<file path="config.mk">
export PLATFORM = sky130hd
export DESIGN_NAME = rsc_ctrl
export DESIGN_NICKNAME = d
export VERILOG_FILES = /design/src/inc/rsc_pkg.sv /design/src/hdl/rsc_sync2.sv /design/src/hdl/rsc_ctrl.sv
export VERILOG_INCLUDE_DIRS = /design/src /design/src/inc
export SDC_FILE = /design/constraint.sdc
export NUM_CORES = 1
export LEC_CHECK = 0
export BUFFER_PORTS_ARGS = -buffer_cell sky130_fd_sc_hd__buf_2
export CELL_PAD_IN_SITES_DETAIL_PLACEMENT = 1
export CELL_PAD_IN_SITES_GLOBAL_PLACEMENT = 1
export CORE_AREA = 2 2 100 93
export DETAILED_ROUTE_END_ITERATION = 12
export DIE_AREA = 0 0 102 95
export PLACE_DENSITY_LB_ADDON = 0.08
export RECOVER_POWER = 50
export SLEW_MARGIN = 25
export SYNTH_ARGS = -nofsm -noshare
export SYNTH_HDL_FRONTEND = slang
export SYNTH_SLANG_ARGS = --single-unit
export TNS_END_PERCENT = 5
</file>
<file path="constraint.sdc">
create_clock -name clk -period 3.8 [get_ports clk]
set_clock_uncertainty 0.05 [all_clocks]
set_input_delay 0.95 -clock clk [delete_from_list [all_inputs] [get_ports clk]]
set_output_delay 0.95 -clock clk [all_outputs]
set_load 0.01 [all_outputs]
</file>
<file path="src/inc/rsc_defs.svh">
/*
  constants of the reset and standby controller: timing counts, reset
  values and port widths.
  assumes it is included by bare name by the package and the design files.
*/
`ifndef RSC_DEFS_SVH
`define RSC_DEFS_SVH

// ==========================================================
// timing
`define RSC_WAKE_CYCLES 16384
`define RSC_CNT_W       15

// ==========================================================
// reset values
`define RSC_TMR0_PRESET 12'hFFC
`define RSC_NIB_HIGH    4'hF
`define RSC_NIB_LOW     4'h0
`define RSC_P3_RESET    3'h7

// ==========================================================
// synchronised pin vector layout
`define RSC_PIN_W       13

`endif

</file>
<file path="src/inc/rsc_pkg.sv">
/*
  types of the reset and standby controller.
  assumes rsc_defs.svh is on the include path.
*/
`include "rsc_defs.svh"

package rsc_pkg;

  // ==========================================================
  // controller state, one-hot
  typedef enum logic [2:0] {
    RSC_RUN     = 3'b001,  // core executing
    RSC_STANDBY = 3'b010,  // standby, clock to core held
    RSC_WAKE    = 3'b100   // wake-up wait after standby
  } rsc_state_t;

  // ==========================================================
  // port select for core reads and writes
  typedef enum logic [1:0] {
    RSC_SEL_ZERO  = 2'h0,
    RSC_SEL_ONE   = 2'h1,
    RSC_SEL_THREE = 2'h2,
    RSC_SEL_EIGHT = 2'h3
  } rsc_sel_t;

  // ==========================================================
  // pin inputs as one bundle (synchronised together)
  typedef struct packed {
    logic       init_n;     // chip init pin, low active
    logic       standby;    // standby control pin
    logic [2:0] three;      // port three general inputs
    logic [3:0] one;        // port one pins
    logic [3:0] zero;       // port zero pins
  } rsc_pins_t;

  // ==========================================================
  // core port access request
  typedef struct packed {
    logic       wr;         // write strobe
    rsc_sel_t   sel;        // port selected
    logic [3:0] data;       // write data
  } rsc_req_t;

endpackage : rsc_pkg

</file>
<file path="src/hdl/rsc_sync2.sv">
/*
  two flip-flop synchroniser for a vector of independent levels.
  assumes each bit is a slow level; no bus coherence is given.
*/
module rsc_sync2
  import rsc_pkg::*;
#(
  parameter int W = 1
)(
  // clock and reset
  input  wire logic         clk,
  input  wire logic         rst,
  // async levels in, synchronised out
  input  wire logic [W-1:0] d,
  output logic      [W-1:0] q
);

  logic [W-1:0] meta_ff;  // first stage, read only by second
  logic [W-1:0] q_ff;     // second stage

  // ==========================================================
  // two stages; reset to zero
  always_ff @(posedge clk)
  begin
    if (rst)
    begin
      meta_ff <= '0;
      q_ff    <= '0;
    end
    else
    begin
      meta_ff <= d;
      q_ff    <= meta_ff;
    end
  end

  assign q = q_ff;

endmodule : rsc_sync2

</file>
<file path="src/hdl/rsc_ctrl.sv">
/*
  reset and standby controller of a four bit microcontroller core.
  assumes clk is the instruction clock, the core stalls on core_stall,
  and standby/init pins are asynchronous levels from a supervisor.
*/
`include "rsc_defs.svh"

module rsc_ctrl
  import rsc_pkg::*;
#(
  parameter int         WAKE_CYCLES = `RSC_WAKE_CYCLES, // wake wait count
  parameter logic [3:0] P0_RST      = `RSC_NIB_HIGH,    // port zero reset level
  parameter logic [3:0] P1_RST      = `RSC_NIB_HIGH,    // port one reset level
  parameter logic [3:0] P8_RST      = `RSC_NIB_HIGH     // port eight reset level
)(
  // clock and reset
  input  wire logic        clk,
  input  wire logic        rst,
  // pins from the supervisor and port pins
  input  wire logic        chip_init_input_n,
  input  wire logic        standby_control_pin,
  input  wire logic [2:0]  port_three_in,
  input  wire logic [3:0]  port_one_in,
  input  wire logic [3:0]  port_zero_in,
  // core side
  input  wire logic        standby_instr,
  input  wire rsc_req_t    core_req,
  output logic [3:0]       rd_data,
  output logic             core_reset,
  output logic             core_stall,
  output logic             standby_active,
  output logic             timer0_load,
  output logic             input_mode_reset,
  // port output latches
  output logic [3:0]       port_zero_out,
  output logic [3:0]       port_one_out,
  output logic [2:0]       port_three_out,
  output logic [3:0]       port_eight_out
);

  localparam logic [`RSC_CNT_W-1:0] CNT_LOAD = `RSC_CNT_W'(WAKE_CYCLES - 1);

  // ==========================================================
  // pin synchronisation
  rsc_pins_t  pins_raw;   // raw pin bundle
  rsc_pins_t  pins_s;     // synchronised pin bundle

  assign pins_raw = '{init_n:  chip_init_input_n,
                      standby: standby_control_pin,
                      three:   port_three_in,
                      one:     port_one_in,
                      zero:    port_zero_in};

  rsc_sync2 #(.W(`RSC_PIN_W)) u_sync (
    .clk (clk),
    .rst (rst),
    .d   (pins_raw),
    .q   (pins_s)
  );

  // ==========================================================
  // state registers
  rsc_state_t              state_ff,   nxt_state;   // controller state
  logic [`RSC_CNT_W-1:0]   cnt_ff,     nxt_cnt;     // wake wait count
  logic                    rstc_ff,    nxt_rstc;    // core reset
  logic                    stall_ff,   nxt_stall;   // core stall
  logic                    tload_ff,   nxt_tload;   // timer 0 preset strobe
  logic [3:0]              p0_ff,      nxt_p0;      // port zero latch
  logic [3:0]              p1_ff,      nxt_p1;      // port one latch
  logic [2:0]              p3_ff,      nxt_p3;      // port three latch
  logic [3:0]              p8_ff,      nxt_p8;      // port eight latch
  logic [3:0]              rd_ff,      nxt_rd;      // read data
  logic                    init_req;              // qualified chip init

  // init only counts while the standby pin is high
  assign init_req = !pins_s.init_n && pins_s.standby;

  // ==========================================================
  // next state: sequencing, timer preset, port latches
  always_comb
  begin
    nxt_state = state_ff;
    nxt_cnt   = cnt_ff;
    nxt_rstc  = 1'b0;
    nxt_tload = 1'b0;
    nxt_p0    = p0_ff;
    nxt_p1    = p1_ff;
    nxt_p3    = p3_ff;
    nxt_p8    = p8_ff;
    if (init_req)
    begin
      // chip init: core reset, ports to reset levels, timer preset
      nxt_state = RSC_RUN;
      nxt_rstc  = 1'b1;
      nxt_tload = 1'b1;
      nxt_p0    = P0_RST;
      nxt_p1    = P1_RST;
      nxt_p8    = P8_RST;
      nxt_p3    = `RSC_P3_RESET;
    end
    else
    begin
      unique case (state_ff)
        RSC_RUN:
        begin
          // instruction enters standby only with the pin low
          if (standby_instr && !pins_s.standby)
            nxt_state = RSC_STANDBY;
          else if (core_req.wr)
          begin
            // core write to the selected latch
            unique case (core_req.sel)
              RSC_SEL_ZERO:  nxt_p0 = core_req.data;
              RSC_SEL_ONE:   nxt_p1 = core_req.data;
              RSC_SEL_THREE: nxt_p3 = core_req.data[2:0];
              RSC_SEL_EIGHT: nxt_p8 = core_req.data;
            endcase
          end
        end
        RSC_STANDBY:
        begin
          // pin high clears standby, timer preset, start wait
          if (pins_s.standby)
          begin
            nxt_state = RSC_WAKE;
            nxt_cnt   = CNT_LOAD;
            nxt_tload = 1'b1;
          end
        end
        RSC_WAKE:
        begin
          // hold the core until the count runs out
          if (cnt_ff == '0)
            nxt_state = RSC_RUN;
          else
            nxt_cnt = cnt_ff - 1'b1;
        end
      endcase
    end
    // stall while not running; core state is kept, not reset
    nxt_stall = (nxt_state != RSC_RUN);
  end

  // ==========================================================
  // read mux: latches for output-only port, pins elsewhere
  always_comb
  begin
    nxt_rd = 4'h0;
    unique case (core_req.sel)
      RSC_SEL_ZERO:  nxt_rd = pins_s.zero;
      RSC_SEL_ONE:   nxt_rd = pins_s.one;
      RSC_SEL_THREE: nxt_rd = {pins_s.standby, pins_s.three};
      RSC_SEL_EIGHT: nxt_rd = p8_ff;
    endcase
  end

  // ==========================================================
  // registers; block reset acts as a chip init
  always_ff @(posedge clk)
  begin
    if (rst)
    begin
      state_ff <= RSC_RUN;
      cnt_ff   <= '0;
      rstc_ff  <= 1'b1;
      stall_ff <= 1'b0;
      tload_ff <= 1'b1;
      p0_ff    <= P0_RST;
      p1_ff    <= P1_RST;
      p8_ff    <= P8_RST;
      p3_ff    <= `RSC_P3_RESET;
      rd_ff    <= 4'h0;
    end
    else
    begin
      state_ff <= nxt_state;
      cnt_ff   <= nxt_cnt;
      rstc_ff  <= nxt_rstc;
      stall_ff <= nxt_stall;
      tload_ff <= nxt_tload;
      p0_ff    <= nxt_p0;
      p1_ff    <= nxt_p1;
      p3_ff    <= nxt_p3;
      p8_ff    <= nxt_p8;
      rd_ff    <= nxt_rd;
    end
  end

  // ==========================================================
  // outputs, all from flip-flops
  assign rd_data          = rd_ff;
  assign core_reset       = rstc_ff;
  assign input_mode_reset = rstc_ff;
  assign core_stall       = stall_ff;
  assign standby_active   = state_ff[1];          // one-hot standby bit, no decode
  assign timer0_load      = tload_ff;
  assign port_zero_out    = p0_ff;
  assign port_one_out     = p1_ff;
  assign port_three_out   = p3_ff;
  assign port_eight_out   = p8_ff;

  // ==========================================================
  // assertions
  property p_stby_entry;
    @(posedge clk) disable iff (rst)
    (state_ff == RSC_RUN) && !init_req && standby_instr && !pins_s.standby
      |=> (state_ff == RSC_STANDBY);
  endproperty
  a_stby_entry: assert property (p_stby_entry)
    else $error("standby not entered on instruction");

  property p_stby_block;
    @(posedge clk) disable iff (rst)
    (state_ff == RSC_RUN) && pins_s.standby |=> (state_ff != RSC_STANDBY);
  endproperty
  a_stby_block: assert property (p_stby_block)
    else $error("standby entered with pin high");

  property p_wake;
    @(posedge clk) disable iff (rst)
    (state_ff == RSC_STANDBY) && pins_s.standby && !init_req
      |=> (state_ff == RSC_WAKE) && (cnt_ff == CNT_LOAD) && timer0_load;
  endproperty
  a_wake: assert property (p_wake)
    else $error("standby not cleared by pin");

  property p_wait_cnt;
    @(posedge clk) disable iff (rst)
    (state_ff == RSC_WAKE) && (cnt_ff != '0) && !init_req
      |=> (state_ff == RSC_WAKE) && (cnt_ff == $past(cnt_ff) - 1'b1);
  endproperty
  a_wait_cnt: assert property (p_wait_cnt)
    else $error("wake wait counted wrongly");

  property p_wait_end;
    @(posedge clk) disable iff (rst)
    (state_ff == RSC_WAKE) && (cnt_ff == '0) && !init_req
      |=> (state_ff == RSC_RUN) && !core_stall;
  endproperty
  a_wait_end: assert property (p_wait_end)
    else $error("core not released at end of wait");

  property p_stall;
    @(posedge clk) disable iff (rst)
    core_stall == (state_ff != RSC_RUN);
  endproperty
  a_stall: assert property (p_stall)
    else $error("stall does not follow state");

  property p_init;
    @(posedge clk) disable iff (rst)
    !pins_s.init_n && pins_s.standby |=> core_reset && timer0_load
      && (port_zero_out == P0_RST) && (port_one_out == P1_RST)
      && (port_eight_out == P8_RST) && (port_three_out == `RSC_P3_RESET);
  endproperty
  a_init: assert property (p_init)
    else $error("chip init did not reset core and ports");

  property p_init_ignored;
    @(posedge clk) disable iff (rst)
    !rst && !pins_s.standby |=> !core_reset; // block reset leaves core_reset up one edge
  endproperty
  a_init_ignored: assert property (p_init_ignored)
    else $error("reset taken while standby pin low");

  property p_rd_eight;
    @(posedge clk) disable iff (rst)
    core_req.sel == RSC_SEL_EIGHT |=> rd_data == $past(p8_ff);
  endproperty
  a_rd_eight: assert property (p_rd_eight)
    else $error("port eight read not from latch");

  property p_rd_three;
    @(posedge clk) disable iff (rst)
    core_req.sel == RSC_SEL_THREE |=> rd_data[3] == $past(pins_s.standby);
  endproperty
  a_rd_three: assert property (p_rd_three)
    else $error("standby pin not in port three read");

  c_standby: cover property (@(posedge clk) disable iff (rst)
    state_ff == RSC_STANDBY);
  c_wake_done: cover property (@(posedge clk) disable iff (rst)
    (state_ff == RSC_WAKE) ##1 (state_ff == RSC_RUN));
  c_init: cover property (@(posedge clk) disable iff (rst)
    init_req ##1 core_reset);

endmodule : rsc_ctrl

</file>
# Word-level counts from Yosys, hierarchy flattened
# Index checks and enable logic that the tools add are counted.
# Widths: inputs -> output; s select.
[word_totals] inputBits=23 register_bits=66 output_inout_bits=24 wordCells=49
[classes] mux=12 n_bitwise=2 n_reduce_logical=13 addsub=1 eq_ne=9
[ops] op="$mux 15" n=2
[ops] op="$pmux 15 s2" n=1
[ops] op="$reduce_and 4->1" n=5
[ops] op="$pmux 4 s4" n=1
[ops] op="$logic_not 15->1" n=1
[ops] op="$sub 15x1->15 const B" n=1
[ops] op="$mux 3" n=4
[ops] op="$pmux 3 s3" n=1
[ops] op="$eq 2x2->1 const B" n=2
[ops] op="$eq 3x1->1 const B" n=1
[ops] op="$eq 3x2->1 const B" n=1
[ops] op="$eq 3x3->1 const B" n=1
[ops] op="$mux 1" n=3
[ops] op="$ne 3x1->1 const B" n=1
[ops] op="$eq 2x1->1 const B" n=1
[ops] op="$logic_and 1x1->1" n=2
[ops] op="$logic_not 1->1" n=2
[ops] op="$logic_not 2->1" n=1
[ops] op="$ne 2x1->1 const B" n=1
[ops] op="$ne 2x2->1 const B" n=1
[ops] op="$not 1->1" n=2
[ops] op="$reduce_bool 2->1" n=1
[ops] op="$reduce_or 2->1" n=1

# Logic depth before layout (Yosys ltp)
[depth] word_depth=6 mapped_depth=7 ltp_nobuf=7

# Cells and area by module
# A second synthesis with hierarchy kept.
[unflattened] hier_cells=258 area_unflattened_um2=2655.0
[by_module_without_submodules] module="rsc_ctrl" cells_per_inst=204 instances=1 area_per_inst_um2=1954.4 seq_area_each_um2=800.8
[by_module_without_submodules] module="rsc_sync2" cells_per_inst=54 instances=1 area_per_inst_um2=700.7 seq_area_each_um2=520.5

# Worst setup path after synthesis
# Ideal clock, no wire load.
[synth_path] path_kind="input to register" start="input port core_req[4] (netlist name)" end="register rd_ff[0] (netlist: rd_data[0])" setup_ps=128 stages=3 required_time_ps=3622 setup_slack_ps=1691 path_buffers=1 t_arrival_ps=1931 cell_sequence="clkbuf_1 mux4_2 nor2b_1"
[synth_between] elab_chain_len=2 elab_cells_between_ends=5 cone_classes="eq/ne: 3; mux: 1; reduce/logical: 1"
[synth_rtl] element="start, declared" line="rsc_ctrl.sv:27" source="input wire rsc_req_t core_req,"
[synth_rtl] element="$eq 2x2->1, or another cell as far along" line="rsc_ctrl.sv:149" source="unique case (core_req.sel)"
[synth_rtl] element="$pmux 4 s4 (*)" line="rsc_ctrl.sv:149"
[synth_rtl] element="end signal, assigned" line="rsc_ctrl.sv:185" source="rd_ff <= nxt_rd;"
[synth_rtl] element="end, declared" line="rsc_ctrl.sv:72" source="logic [3:0] rd_ff, nxt_rd;"
# Mark *: on every way between the ends. The rest lies on a longest branch, timed or not.
# A chain may end at the register's enable or synchronous reset.

# Worst setup path after layout
[layout_path] start="register cnt_ff[0]" end="register cnt_ff[12]"
[layout_between] elab_chain_len=3 elab_cells_between_ends=6 cone_classes="add/sub: 1; eq/ne: 1; mux: 2; reduce/logical: 2"
[layout_rtl] element="start, declared" line="rsc_ctrl.sv:64" source="logic [`RSC_CNT_W-1:0] cnt_ff, nxt_cnt;"
[layout_rtl] element="start signal, assigned" line="rsc_ctrl.sv:177" source="cnt_ff <= nxt_cnt;"
[layout_rtl] element="$sub 15x1->15 / $logic_not 15->1 (equally long branches)" line="rsc_ctrl.sv:136, rsc_ctrl.sv:133"
[layout_rtl] element="$mux 15 / $ne 2x2->1 (equally long branches)"
[layout_rtl] element="$pmux 15 s2 / $reduce_and 4->1 (equally long branches)"
# Several ways; a longest one is shown, not always the timed one. The select of a mux whose other input is x is not followed.

==> results.json <==
{
  "outcome": "finished, final reports clean",
  "crit_arrival_ps": 2410,
  "drt_first_pass_iters": 6,
  "max_freq_mhz": 456,
  "fp.dieH_um": 95,
  "synthesis.area_um2": 2530,
  "vias": 1936,
  "fp.dieW_um": 102,
  "layout-drive-gt1-share": 0.223,
  "setup_violations": 0,
  "avgSynthCellArea_um2": 10.4,
  "tns_ps": 0,
  "clk_latency_ps": 350,
  "antenna_found_initial": 0,
  "hp-class": "reg2reg",
  "wl_um": 5840,
  "routabilityCongestion": 0.713,
  "ant_nets": 0,
  "syn-num-nets": 267,
  "wl_per_cell_um": 14.0,
  "synthFlopType": "dfxtp_1",
  "setup_ws_ps": 1610,
  "p_leak_nw": 1.23,
  "synth-seq-cells": 66,
  "track_usage": 0.130,
  "coreArea_um2": 8750,
  "first_iter_violations": 40,
  "grt_pass1_wl_um": 9450,
  "power_density_nw_per_um2": 495,
  "die-area_um2": 9690,
  "initial_core_util": 0.289,
  "worstMarginPinSlew_ps": 567,
  "cts_max_level": 3,
  "hpwl_um": 4080,
  "synth_edf_count": 0,
  "rsz0062_at_grt": "no",
  "nNetsFinal": 315,
  "whs_ps": 382,
  "min_period_ps": 2190,
  "cts.reportedPaths.clkPinSlew_ps": 80,
  "rows": 33,
  "overflow": 0,
  "ys_async_sr_fraction": 0,
  "crit_fanout": 6,
  "synth_cell_types": 45,
  "cts_hold_buffers": 0,
  "yosysMostFrequentCell": "dfxtp_1",
  "synthTopCellsByCount": "dfxtp_1, nor2b_1, nand2_1",
  "ctsResizeCount": 0,
  "fill_cells": 1022,
  "netlist_instances": 243,
  "startpoint_type": "register",
  "cp.required_ps": 4020,
  "io_pins": 47,
  "diodes": 0,
  "yosysSeqAreaShare": 0.522,
  "cp-end-kind": "register",
  "yosys_warnings": 0,
  "critical_path_class": "reg2reg",
  "viasPerCell": 4.63,
  "relSlewSlack": 0.622,
  "cts_buffers": 9,
  "grt_max_degree": 49,
  "hold_viol": 0,
  "portBuffers": 46,
  "cts_setup_buffers": 0,
  "slew_viol_final": 0,
  "areaGrowthSynthToFinish_pct": 22.8,
  "cts_max_path_buffers": 2,
  "grt_pass1_vias": 1861,
  "period_share": 0.577,
  "drc": 0,
  "cts_tree": "built",
  "yosysTopAreaCellShare": 0.522,
  "pre_cts_slack_ps": 1500,
  "cts.sinks": 66,
  "cap_violations": 0,
  "synth_top_cell_by_area": "dfxtp_1",
  "total_power_w": 0.00154,
  "yosys-top-cells-area": "dfxtp_1, nor2b_1, mux2i_1, mux4_2, nand2_1",
  "cts-root-buf": "clkbuf_8",
  "max-vdd-ir-drop_mv": 0.173
}
==> worst paths after layout <==
path	end	cells past startpoint	slack, ps	from
worst max-delay path	cnt_ff[12]$_SDFFE_PP0P_	6	1610	cnt_ff[0]$_SDFFE_PP0P_
worst min-delay path	u_sync.q[3]$_SDFF_PP0_	1	380	u_sync.meta_ff[3]$_SDFF_PP0_
worst max register to register	cnt_ff[12]$_SDFFE_PP0P_	6	1610	cnt_ff[0]$_SDFFE_PP0P_
worst min register to register	u_sync.q[3]$_SDFF_PP0_	1	380	u_sync.meta_ff[3]$_SDFF_PP0_
==> per-stage QoR <==
step	instance area (um^2)	util	std cells
5_1_grt	3110	0.355	418
3_3_place_gp	2880	0.329	402
6_report	3110	0.355	418
3_5_place_dp	2880	0.329	402
4_1_cts	3120	0.356	418
2_1_floorplan	2530	-	243
==> layer usage <==
layer  track usage  wire length, um  vias up
met3        0.0466              280       12
met4        0.0600              104        0
met1         0.161             2810      921
met2         0.203             2640       40
met5             0                0        -
li1              -                -      963
==> state kept, by name (all words and copies together) (netlist names), 3 cells and up <==
register        count
cnt_ff             15
port_eight_out      4
port_one_out        4
port_three_out      3
port_zero_out       4
rd_data             4
state_ff            3
u_sync.meta_ff     13
u_sync.q           13
==> critical path, stage by stage, from the launching register on <==
cell and delay, ps:
dfxtp_1 350, inv_1 80, ha_1 200, nor3b_1 470, nand4_1 330, or4_1 470
a31oi_1 160
==> placed cells by master, fill, tap and decap left out, types with 4 or more instances in the layout <==
cell	netlist	layout
inv_1	8	8
nor2b_1	32	32
clkbuf_1	9	9
o21ai_0	9	9
buf_2	0	38
mux2i_1	15	15
nand2_1	22	22
a31oi_1	6	6
nor3_1	5	5
nor2_1	9	9
a311oi_1	5	5
dfxtp_1	66	66
or3_1	6	6
clkbuf_8	0	9
mux4_2	4	4
==> power breakdown <==
group | internal (W) | switching, W
registers | 0.000715 | 0.0000123
logic | 0.0000410 | 0.0000452
clock network | 0.000438 | 0.000288
total | 0.00119 | 0.000346
==> kinds of logic after synthesis <==
family / Yosys count / share of synthesized area
and+or+nand+nor: 97 / 0.228
DFF: 66 / 0.522
AOI/OAI and AO/OA: 40 / 0.115
buffers and inverters: 19 / 0.0326
xor gates and xnor gates: 1 / 0.00346
adders and majority gates: 1 / 0.00494
muxes: 19 / 0.0949
==> layout make-up <==
cell class	instances	area, um^2	area share
Clock buffer	10	128	0.0410
Clock inverter	6	115	0.0370
Inverter	8	30.0	0.00965
Timing Repair Buffer	48	235	0.0756
Tap cell	122	153	0.0491
Multi-Input combinational cell	158	1130	0.363
Sequential cell	66	1320	0.425
Note: power is estimated with default switching activity, not from simulation.
